### src/rtl/scpll_pkg.sv
// scpll_pkg: shared constants, types and helpers for the sync clock
// and reference clock configuration block.
// assumes a single 250 MHz clock domain and a 32-bit Avalon-MM slave.
package scpll_pkg;

  // register indices; byte address is four times the index
  localparam logic [7:0] IDX_MODE_OUT = 8'h01;
  localparam logic [7:0] IDX_PLL_CLK = 8'h02;
  localparam logic [7:0] IDX_STATUS = 8'h08;
  localparam logic [7:0] ADR_MODE_OUT = 8'(IDX_MODE_OUT * 4);
  localparam logic [7:0] ADR_PLL_CLK = 8'(IDX_PLL_CLK * 4);
  localparam logic [7:0] ADR_STATUS = 8'(IDX_STATUS * 4);

  // mode_output_config field positions
  localparam int BIT_RAMP_OVER_EN = 13;
  localparam int BIT_SYNC_EN = 11;
  localparam int BIT_SYNC_INV = 10;

  // pll_clock_config field positions
  localparam int BIT_DIV_RST = 22;
  localparam int BIT_DIV_LO = 20;
  localparam int BIT_DBL_EN = 19;
  localparam int BIT_PLL_EN = 18;
  localparam int BIT_DIV_EN = 17;
  localparam int BIT_DBL_EDGE = 16;

  // reset values and implemented-bit masks (other bits read as zero)
  localparam logic [31:0] MODE_OUT_RST = 32'h0000_0800;
  localparam logic [31:0] MODE_OUT_MASK = 32'h0000_2C00;
  localparam logic [31:0] PLL_CLK_RST = 32'h0000_0000;
  localparam logic [31:0] PLL_CLK_MASK = 32'h003F_0000;

  // status field positions
  localparam int ST_PLL_ON = 0;
  localparam int ST_DBL_ON = 1;
  localparam int ST_DIV_BYP = 2;
  localparam int ST_DIV_BUSY = 3;
  localparam int ST_SYNC_INT = 4;
  localparam int ST_DIV_LO = 5;

  // cycle counts
  localparam logic [2:0] DIV_RST_CYCLES = 3'h4;
  localparam logic [3:0] SYNC_HALF_CYCLES = 4'h4;

  // bus handshake states
  typedef enum logic [1:0] {
    BUS_IDLE = 2'b01,
    BUS_ACK = 2'b10
  } scpll_bus_t;

  // merge write data into a register under byte enables
  function automatic logic [31:0] be_merge(input logic [31:0] old_v,
      input logic [31:0] new_v, input logic [3:0] be);
    logic [31:0] r;
    r = old_v;
    for (int i = 0; i < 4; i++) begin
      if (be[i]) begin
        r[i*8 +: 8] = new_v[i*8 +: 8];
      end
    end
    return r;
  endfunction

  // last count of the input divider for a two-bit code
  function automatic logic [2:0] div_last(input logic [1:0] code);
    return 3'((4'h1 << code) - 4'h1);
  endfunction

endpackage

### src/rtl/scpll_ref_div.sv
// scpll_ref_div: reference clock input divider with doubler and reset.
// assumes ref_pin is asynchronous and much slower than the clock.
module scpll_ref_div
  import scpll_pkg::*;
(
  // clock and reset
  input wire logic ref_clk,
  input wire logic reset,
  // reference pin and controls
  input wire logic ref_pin,
  input wire logic div_en,
  input wire logic [1:0] div_code,
  input wire logic dbl_on,
  input wire logic div_rst,
  // results
  output logic ref_tick,
  output logic busy
);

  logic s1_reg, s2_reg, s3_reg; // three-stage pin sampler
  logic filt_reg; // level accepted when stages two and three agree
  logic [2:0] cnt_reg; // divide counter
  logic [2:0] rst_cnt_reg; // remaining divider reset cycles
  logic edge_w; // qualified reference edge
  logic [2:0] last_w; // terminal count

  // sampler; stage one feeds stage two only
  always_ff @(posedge ref_clk or posedge reset) begin
    if (reset) begin
      s1_reg <= 1'b0;
      s2_reg <= 1'b0;
      s3_reg <= 1'b0;
      filt_reg <= 1'b0;
    end else begin
      s1_reg <= ref_pin;
      s2_reg <= s1_reg;
      s3_reg <= s2_reg;
      if (s2_reg == s3_reg) begin
        filt_reg <= s3_reg;
      end
    end
  end

  // doubler counts both edges, otherwise rising only
  assign edge_w = (s3_reg != filt_reg) && (s2_reg == s3_reg) &&
                  (dbl_on || s3_reg);
  // bypassed divider behaves as divide by one
  assign last_w = div_en ? div_last(div_code) : 3'h0;

  // divider reset holds the counter cleared for a few cycles
  always_ff @(posedge ref_clk or posedge reset) begin
    if (reset) begin
      rst_cnt_reg <= 3'h0;
    end else if (div_rst) begin
      rst_cnt_reg <= DIV_RST_CYCLES;
    end else if (rst_cnt_reg != 3'h0) begin
      rst_cnt_reg <= rst_cnt_reg - 3'h1;
    end
  end

  // divide counter and output tick
  always_ff @(posedge ref_clk or posedge reset) begin
    if (reset) begin
      cnt_reg <= 3'h0;
      ref_tick <= 1'b0;
    end else if (busy || div_rst) begin
      cnt_reg <= 3'h0;
      ref_tick <= 1'b0;
    end else begin
      ref_tick <= edge_w && (cnt_reg >= last_w);
      if (edge_w) begin
        cnt_reg <= (cnt_reg >= last_w) ? 3'h0 : cnt_reg + 3'h1;
      end
    end
  end

  assign busy = (rst_cnt_reg != 3'h0);

endmodule

### src/rtl/scpll_sync_out.sv
// scpll_sync_out: internal sync clock and its gated, polarised pin.
// assumes an enable pulse rate set by a fixed half-period count.
module scpll_sync_out
  import scpll_pkg::*;
(
  // clock and reset
  input wire logic ref_clk,
  input wire logic reset,
  // controls
  input wire logic sync_en,
  input wire logic sync_inv,
  // outputs
  output logic sync_int,
  output logic sync_pin
);

  logic [3:0] half_reg; // half-period counter
  logic half_tick; // one-cycle enable at each half period

  assign half_tick = (half_reg == SYNC_HALF_CYCLES - 4'h1);

  // divider producing the half-period enable
  always_ff @(posedge ref_clk or posedge reset) begin
    if (reset) begin
      half_reg <= 4'h0;
    end else begin
      half_reg <= half_tick ? 4'h0 : half_reg + 4'h1;
    end
  end

  // internal clock never stops, so the assembler keeps its timing
  always_ff @(posedge ref_clk or posedge reset) begin
    if (reset) begin
      sync_int <= 1'b0;
    end else if (half_tick) begin
      sync_int <= ~sync_int;
    end
  end

  // pin: high marks q data unless inverted; static low when gated
  always_ff @(posedge ref_clk or posedge reset) begin
    if (reset) begin
      sync_pin <= 1'b0;
    end else if (!sync_en) begin
      sync_pin <= 1'b0;
    end else begin
      sync_pin <= (half_tick ? ~sync_int : sync_int) ^ sync_inv;
    end
  end

endmodule

### src/rtl/scpll_top.sv
// scpll_top: configuration registers for the sync clock output, the
// ramp over-flag output and the reference clock path.
// assumes an Avalon-MM master on the same clock and an asynchronous
// reference clock pin; the PLL itself lives outside this block.
//
// Design decision made here: the Avalon-MM register port.

module scpll_top
  import scpll_pkg::*;
(
  // clock and reset
  input wire logic ref_clk,
  input wire logic reset,
  // avalon-mm slave
  input wire logic [7:0] address,
  input wire logic read,
  input wire logic write,
  input wire logic [31:0] writedata,
  input wire logic [3:0] byteenable,
  output logic [31:0] readdata,
  output logic waitrequest,
  // reference clock pin
  input wire logic ref_clk_pin,
  // ramp generator over-flag
  input wire logic ramp_over_flag,
  output logic ramp_over_flag_out,
  output logic ramp_over_flag_oe,
  // sync clock
  output logic sync_clk_int,
  output logic sync_clk_pin,
  // pll and clock path controls
  output logic pll_enable,
  output logic sys_clk_from_pll,
  output logic pll_ref_tick,
  output logic doubler_on,
  output logic div_bypass
);

  import scpll_pkg::*;

  // bus handshake state
  scpll_bus_t bus_reg;
  scpll_bus_t bus_next;

  // software-visible registers
  logic [31:0] mode_out_reg; // mode_output_config
  logic [31:0] pll_clk_reg; // pll_clock_config

  // decoded access qualifiers
  logic req_w; // a request is presented
  logic take_w; // request completes at this edge
  logic wr_mode_w; // write to mode_output_config
  logic wr_pll_w; // write to pll_clock_config
  logic [31:0] pll_wr_w; // merged write value for pll_clock_config

  // divider reset launch, one cycle
  logic div_rst_reg;

  // field views
  logic ramp_over_en_w;
  logic sync_en_w;
  logic sync_inv_w;
  logic [1:0] div_code_w;
  logic dbl_en_w;
  logic dbl_edge_w;
  logic div_en_w;

  // submodule results
  logic div_busy_w;

  // read mux result
  logic [31:0] rd_mux_w;

  // status word built from live state
  logic [31:0] status_w;

  // ------------------------------------------------------------------
  // field views of the configuration registers
  // ------------------------------------------------------------------

  // over-flag output gate
  assign ramp_over_en_w = mode_out_reg[BIT_RAMP_OVER_EN];
  // sync pin gate and polarity
  assign sync_en_w = mode_out_reg[BIT_SYNC_EN];
  assign sync_inv_w = mode_out_reg[BIT_SYNC_INV];
  // reference path fields
  assign div_code_w = pll_clk_reg[BIT_DIV_LO +: 2];
  assign dbl_en_w = pll_clk_reg[BIT_DBL_EN];
  assign dbl_edge_w = pll_clk_reg[BIT_DBL_EDGE];
  assign div_en_w = pll_clk_reg[BIT_DIV_EN];

  // ------------------------------------------------------------------
  // avalon-mm handshake
  // ------------------------------------------------------------------

  // one wait state: the request is seen in idle, answered in ack
  assign req_w = read || write;
  assign take_w = (bus_reg == BUS_ACK) && req_w;

  // waitrequest drops only in the ack cycle; held high otherwise
  assign waitrequest = (bus_reg != BUS_ACK);

  // next handshake state
  always_comb begin
    bus_next = bus_reg;
    unique case (bus_reg)
      BUS_IDLE: begin
        // a pending request moves to the answer cycle
        if (req_w) begin
          bus_next = BUS_ACK;
        end
      end
      BUS_ACK: begin
        // the master releases after the answer edge
        bus_next = BUS_IDLE;
      end
      default: begin
        // illegal code recovers to idle
        bus_next = BUS_IDLE;
      end
    endcase
  end

  // handshake state register
  always_ff @(posedge ref_clk or posedge reset) begin
    if (reset) begin
      bus_reg <= BUS_IDLE;
    end else begin
      bus_reg <= bus_next;
    end
  end

  // ------------------------------------------------------------------
  // register writes
  // ------------------------------------------------------------------

  // address decode for writes; unmapped addresses are ignored
  assign wr_mode_w = take_w && write && (address == ADR_MODE_OUT);
  assign wr_pll_w = take_w && write && (address == ADR_PLL_CLK);
  assign pll_wr_w = be_merge(pll_clk_reg, writedata, byteenable);

  // mode_output_config: only the three gate bits are kept, so the
  // reserved bit and open bits always read back as zero
  always_ff @(posedge ref_clk or posedge reset) begin
    if (reset) begin
      mode_out_reg <= MODE_OUT_RST;
    end else if (wr_mode_w) begin
      mode_out_reg <= be_merge(mode_out_reg, writedata, byteenable) &
                      MODE_OUT_MASK;
    end
  end

  // pll_clock_config: divider reset bit is not stored, it launches
  // a pulse instead and reads back as zero
  always_ff @(posedge ref_clk or posedge reset) begin
    if (reset) begin
      pll_clk_reg <= PLL_CLK_RST;
    end else if (wr_pll_w) begin
      pll_clk_reg <= pll_wr_w & PLL_CLK_MASK;
    end
  end

  // divider reset launch: a written 1 starts one reset sequence,
  // a written 0 does nothing
  always_ff @(posedge ref_clk or posedge reset) begin
    if (reset) begin
      div_rst_reg <= 1'b0;
    end else begin
      div_rst_reg <= wr_pll_w && pll_wr_w[BIT_DIV_RST];
    end
  end

  // ------------------------------------------------------------------
  // register reads
  // ------------------------------------------------------------------

  // status shows live state of the clock path and sync clock
  always_comb begin
    status_w = 32'h0000_0000;
    status_w[ST_PLL_ON] = pll_enable;
    status_w[ST_DBL_ON] = doubler_on;
    status_w[ST_DIV_BYP] = div_bypass;
    status_w[ST_DIV_BUSY] = div_busy_w || div_rst_reg;
    status_w[ST_SYNC_INT] = sync_clk_int;
    status_w[ST_DIV_LO +: 2] = div_code_w;
  end

  // read decode; unmapped addresses read as zero
  always_comb begin
    rd_mux_w = 32'h0000_0000;
    if (address == ADR_MODE_OUT) begin
      rd_mux_w = mode_out_reg;
    end else if (address == ADR_PLL_CLK) begin
      rd_mux_w = pll_clk_reg;
    end else if (address == ADR_STATUS) begin
      rd_mux_w = status_w;
    end
  end

  // read data is captured as the request enters the ack cycle, so it
  // is already stable when waitrequest drops
  always_ff @(posedge ref_clk or posedge reset) begin
    if (reset) begin
      readdata <= 32'h0000_0000;
    end else if ((bus_reg == BUS_IDLE) && read) begin
      readdata <= rd_mux_w;
    end
  end

  // ------------------------------------------------------------------
  // ramp over-flag output
  // ------------------------------------------------------------------

  // flag is registered so the pin never glitches; the enable is the
  // gate bit itself, so a disabled pin is not driven at all
  always_ff @(posedge ref_clk or posedge reset) begin
    if (reset) begin
      ramp_over_flag_out <= 1'b0;
      ramp_over_flag_oe <= 1'b0;
    end else begin
      ramp_over_flag_out <= ramp_over_en_w && ramp_over_flag;
      ramp_over_flag_oe <= ramp_over_en_w;
    end
  end

  // ------------------------------------------------------------------
  // pll enable and clock source
  // ------------------------------------------------------------------

  // the pll outputs follow the register one cycle later; software is
  // expected to start oscillator calibration after enabling
  always_ff @(posedge ref_clk or posedge reset) begin
    if (reset) begin
      pll_enable <= 1'b0;
      sys_clk_from_pll <= 1'b0;
    end else begin
      pll_enable <= pll_clk_reg[BIT_PLL_EN];
      sys_clk_from_pll <= pll_clk_reg[BIT_PLL_EN];
    end
  end

  // ------------------------------------------------------------------
  // reference path indicators
  // ------------------------------------------------------------------

  // edge bit alone does nothing; both bits are needed
  always_ff @(posedge ref_clk or posedge reset) begin
    if (reset) begin
      doubler_on <= 1'b0;
      div_bypass <= 1'b1;
    end else begin
      doubler_on <= dbl_en_w && dbl_edge_w;
      div_bypass <= !div_en_w;
    end
  end

  // ------------------------------------------------------------------
  // reference divider
  // ------------------------------------------------------------------

  // the doubler uses the registered indicator so the divider sees a
  // clean change between edges
  scpll_ref_div u_ref_div (
    .ref_clk(ref_clk),
    .reset(reset),
    .ref_pin(ref_clk_pin),
    .div_en(div_en_w),
    .div_code(div_code_w),
    .dbl_on(doubler_on),
    .div_rst(div_rst_reg),
    .ref_tick(pll_ref_tick),
    .busy(div_busy_w)
  );

  // ------------------------------------------------------------------
  // sync clock generator
  // ------------------------------------------------------------------

  // internal sync clock keeps running even when the pin is gated
  scpll_sync_out u_sync_out (
    .ref_clk(ref_clk),
    .reset(reset),
    .sync_en(sync_en_w),
    .sync_inv(sync_inv_w),
    .sync_int(sync_clk_int),
    .sync_pin(sync_clk_pin)
  );

endmodule

### config.mk
export PLATFORM = sky130hd
export DESIGN_NAME = scpll_top
export DESIGN_NICKNAME = d
export VERILOG_FILES = /design/src/rtl/scpll_pkg.sv /design/src/rtl/scpll_ref_div.sv /design/src/rtl/scpll_sync_out.sv /design/src/rtl/scpll_top.sv
export SDC_FILE = /design/constraint.sdc
export NUM_CORES = 1
export LEC_CHECK = 0
export BUFFER_PORTS_ARGS = -buffer_cell sky130_fd_sc_hd__buf_4
export CORE_ASPECT_RATIO = 0.5
export CORE_MARGIN = 3
export CORE_UTILIZATION = 49
export CTS_BUF_LIST = sky130_fd_sc_hd__clkbuf_2 sky130_fd_sc_hd__clkbuf_4 sky130_fd_sc_hd__clkbuf_8
export DETAILED_ROUTE_END_ITERATION = 7
export GPL_TIMING_DRIVEN = 0
export PLACE_DENSITY_LB_ADDON = 0.2
export SYNTH_ARGS = -nofsm -noshare
export SYNTH_HDL_FRONTEND = slang
export SYNTH_SLANG_ARGS = --single-unit
### constraint.sdc
create_clock -name ref_clk -period 2.05 [get_ports ref_clk]
set_input_delay 0.41 -clock ref_clk [delete_from_list [all_inputs] [get_ports ref_clk]]
set_output_delay 0.41 -clock ref_clk [all_outputs]
set_load 0.05 [all_outputs]
==> metrics.log <==
[metrics] vias per cell: 4.893
[metrics] clock insertion delay at the later pin of the skew report: 0.31 ns
[metrics] proportion of layout cells with a drive suffix above 1: 35.47%
[metrics] total iterations of the first detailed-routing run: 4
[metrics] area leader, netlist: sky130_fd_sc_hd__dfrtp_1
[metrics] Fill cells: 320
[metrics] distinct cell type count of the synthesized netlist: 34
[metrics] final core utilization: 69.94%
[metrics] count of state elements after synthesis: 50
[metrics] maximum clock skew at final layout: 0.005245 ns
[metrics] area added between synthesis and finish: 30.61%
[metrics] headroom to the max-slew limit: between 60% and 70%
[metrics] detail-routed net length per standard cell: between 10 and 15 µm
[metrics] Largest stage delay, worst path: 0.59 ns
[metrics] final global-route overflow total: 0
[metrics] number of clock sinks: 50
[metrics] kind of launch point of the worst setup path: register
[metrics] Post-CTS Hold Fix Bufs: 0
[metrics] outcome: completed
[metrics] most common flop cell mapped by yosys: sky130_fd_sc_hd__dfrtp_1
[metrics] Post-Synthesis Cell Area: ~0.0022 mm²
[metrics] TritonCTS clock tree: done
[metrics] area of the die: 0.005350 mm²
[metrics] Leak Pwr: 1.466 nW
[metrics] final max-slew violation count: 0
[metrics] detailed-route DRC error count: 0
[metrics] antenna violations before repair: 0
[metrics] cell-internal power: ~1.7 mW
[metrics] area occupied by multi-input gates: 804.5 µm²
[metrics] Clock Power Share: 35.1%
[metrics] count of instances resized after the clock tree is built: 0
[metrics] Critical Path RT: 2.30 ns
[metrics] core outline area: 0.004084 mm²
[metrics] antenna diode count: 0
[metrics] Switching Share: 28.25%
[metrics] Critical Path Slowest Stage Cell: sky130_fd_sc_hd__nor4_4
[metrics] total wire length after detailed routing: 4.519 mm
[metrics] area occupied by registers: ~0.0013 mm²
[metrics] post-layout min period: 1.822 ns
[metrics] cells along the critical path: nor2b_1 > nand2_1 > nor4_4 > a22o_1
[metrics] part of the total power dissipated in combinational logic: 20.2%
[metrics] critical path class: register to register
[metrics] Boundary Pins: between 90 and 100
[metrics] mean cell area of the mapped netlist: 11.51 µm²
[metrics] buffers added on ports: 51
[metrics] worst vdd ir: roughly 430 µV
[metrics] PwrDens: 848.7 mW/mm²
[metrics] EDFF count, synth: 0
[metrics] portion of the clock cycle consumed by the worst path in the final layout: 88.90%
[metrics] Layout Cells excl Fill: 319
[metrics] peak clock frequency supported by timing: about 550 MHz
[metrics] top area cells in the synthesized netlist: sky130_fd_sc_hd__dfrtp_1 54%, sky130_fd_sc_hd__buf_4 5.8%, sky130_fd_sc_hd__mux2_2 4.6%
[metrics] final hold vios: 0
[metrics] number of flip-flops in the largest register: 16
[metrics] nets@finish: 321
[metrics] Worst Tran Pin Value: 0.5384 ns
[metrics] proportion of power drawn by flip-flops and latches: 44.7%
[metrics] Detailed Route Iter0 Violations: 64
[metrics] total number of H-tree levels: 2
[metrics] root buf cell: sky130_fd_sc_hd__clkbuf_8
[metrics] post-synthesis cell count: 190
[metrics] HP Class: primary input to asynchronous set/reset pin
[metrics] slack of the worst reg-to-reg path: 0.23 ns
[metrics] share of flip-flops with an asynchronous set or reset: 100.0%
[metrics] total clock buffers created by CTS: 5
[metrics] Clock transition at path regs: 0.09 ns
[metrics] proportion of netlist area held by the largest area contributor: 53.78%
[metrics] RSZ-0062 raised after global routing: no
[metrics] Antenna Nets Post-Route: 0
[metrics] critical path capture point type: register
[metrics] dpl hpwl: 3.460 mm
[metrics] post-CTS repair timing setup buffer count: 0
[metrics] maximum fanout along the worst path: 8
[metrics] cell total after placement: 311
[metrics] wire length of the first global-routing pass: 7.369 mm
[metrics] number of global-route vias before repair: ~1.6k
[metrics] setup-violating endpoint count in the final report: 0
[metrics] largest net degree at the start of global routing: 36
[metrics] global-route total usage across every layer: 18.57%
[metrics] data arrival at the endpoint of the critical path: 2.07 ns
[metrics] sequential cell area fraction in the yosys report: 57.38%
[metrics] total number of placement rows: 16
[metrics] overall die width: 100.5 µm
[metrics] top-count cell post-synth: sky130_fd_sc_hd__dfrtp_1
[metrics] vertical extent of the die: between 50 and 60 µm
[metrics] total vias in the final route: 1561
[metrics] weighted congestion at the end of routability-driven global placement: 0.7511
[metrics] number of maximum-capacitance violations: 0
[metrics] cells on worst reg2reg path: 4
[metrics] Post-synth top cells: 47 x sky130_fd_sc_hd__dfrtp_1, 24 x sky130_fd_sc_hd__nand2_1, 17 x sky130_fd_sc_hd__buf_4
[metrics] CTS Buffer Depth: 2
[metrics] number of synthesis warnings: 0
[metrics] total power after layout: 2.424 mW
[metrics] P_sw: roughly 0.68 mW
[metrics] effective utilization at floorplan: between 50% and 60%
==> through the flow <==
| stage | setup TNS (ns) | cell area, µm² | worst slack [ns] | hold WS [ns] |
|---|---|---|---|---|
| after global routing | 0 | 2856 | 0.1577 | 0.08901 |
| after detailed placement | 0 | 2714 | 0.2788 | 0.3449 |
| final | 0 | 2856 | 0.2276 | 0.07186 |
| after global placement | -5.221 | 2694 | -0.1138 | 0.3343 |
| after floorplan | 0 | 2243 | 0.3298 | 0.3312 |
| after CTS | 0 | 2856 | 0.2343 | 0.07625 |
==> critical path, delay by kind of cell, from the launching register on <==
family | cells | cell delay [ns]
flops | 1 | 0.53
compound gates | 1 | 0.22
simple gates | 3 | 1.02
==> cell usage in the layout, fill, tap and decap left out <==
cell type | synthesis | final
sky130_fd_sc_hd__conb_1 | 1 | 16
sky130_fd_sc_hd__nor4_2 | 1 | 1
sky130_fd_sc_hd__nand3_1 | 6 | 6
sky130_fd_sc_hd__nor3_1 | 1 | 1
sky130_fd_sc_hd__and2_1 | 2 | 2
sky130_fd_sc_hd__maj3_1 | 1 | 1
sky130_fd_sc_hd__buf_6 | 1 | 1
sky130_fd_sc_hd__clkbuf_1 | 2 | 2
sky130_fd_sc_hd__and4b_1 | 2 | 2
sky130_fd_sc_hd__dfstp_2 | 3 | 3
sky130_fd_sc_hd__a21o_1 | 1 | 1
sky130_fd_sc_hd__o21ai_0 | 13 | 13
sky130_fd_sc_hd__xor2_1 | 1 | 1
sky130_fd_sc_hd__nor2b_1 | 4 | 4
sky130_fd_sc_hd__nand2b_1 | 4 | 4
sky130_fd_sc_hd__nand4bb_1 | 1 | 1
sky130_fd_sc_hd__and3b_1 | 1 | 1
sky130_fd_sc_hd__buf_12 | 0 | 1
sky130_fd_sc_hd__nor2_1 | 10 | 10
sky130_fd_sc_hd__xnor2_1 | 3 | 3
sky130_fd_sc_hd__a21oi_1 | 1 | 1
sky130_fd_sc_hd__nand2_1 | 24 | 24
sky130_fd_sc_hd__nor3b_1 | 1 | 1
sky130_fd_sc_hd__nand3b_1 | 1 | 1
sky130_fd_sc_hd__nand3_4 | 1 | 1
sky130_fd_sc_hd__o31ai_1 | 2 | 2
sky130_fd_sc_hd__ha_1 | 7 | 7
sky130_fd_sc_hd__a22o_1 | 7 | 7
sky130_fd_sc_hd__inv_1 | 10 | 9
sky130_fd_sc_hd__clkbuf_8 | 0 | 6
sky130_fd_sc_hd__or3_1 | 1 | 1
sky130_fd_sc_hd__inv_2 | 0 | 1
sky130_fd_sc_hd__buf_4 | 17 | 68
sky130_fd_sc_hd__a31oi_1 | 3 | 3
sky130_fd_sc_hd__nor4_4 | 1 | 1
sky130_fd_sc_hd__dfrtp_1 | 47 | 47
sky130_fd_sc_hd__bufinv_16 | 0 | 2
sky130_fd_sc_hd__mux2_2 | 9 | 9
==> routing by layer <==
metal / wire (µm) / track usage [%]
met5: 0 / 0
met4: 87 / 6.935
met3: 355 / 6.316
met2: 2181 / 31.03
met1: 1895 / 22.64
==> cell families after synthesis <==
logic type      count (synthesis)  share of synthesized area [%]
flops                          50                          57.38
buf+inv                        30                          8.410
other cells                     1                         0.1715
fa+ha+maj                       8                          4.462
mux                             9                          4.634
compound gates                 27                          7.894
xor+xnor                        4                          1.602
simple gates                   61                          15.45
==> power by group through the flow <==
stage / clock, mW / sequential (mW) / combinational, mW
after floorplan: 0 / 1.10 / 0.347
after global routing: 0.915 / 1.09 / 0.543
after detailed placement: 0 / 1.10 / 0.490
final: 0.850 / 1.08 / 0.490
after global placement: 0 / 1.10 / 0.461
after CTS: 0.861 / 1.09 / 0.496
==> area by class of cell <==
| class | instances | area share, % |
|---|---|---|
| Sequential cell | 50 | 43.93 |
| Multi-Input combinational cell | 125 | 28.16 |
| Timing Repair Buffer | 52 | 14.10 |
| Buffer | 20 | 5.125 |
| Clock buffer | 6 | 2.891 |
| Tap cell | 54 | 2.365 |
| Clock inverter | 2 | 2.102 |
| Inverter | 10 | 1.314 |
==> final timing paths <==
path | startpoint | end
max | bus_reg[0] | readdata[0]
max in group asynchronous | reset | bus_reg[0]
min in group ref_clk | ref_clk_pin | u_ref_div.s1_reg
min reg2reg | u_ref_div.s1_reg | u_ref_div.s2_reg
min | reset | u_sync_out.half_reg[3]
max reg2reg | bus_reg[0] | readdata[0]
Note: power is estimated with default switching activity, not from simulation.
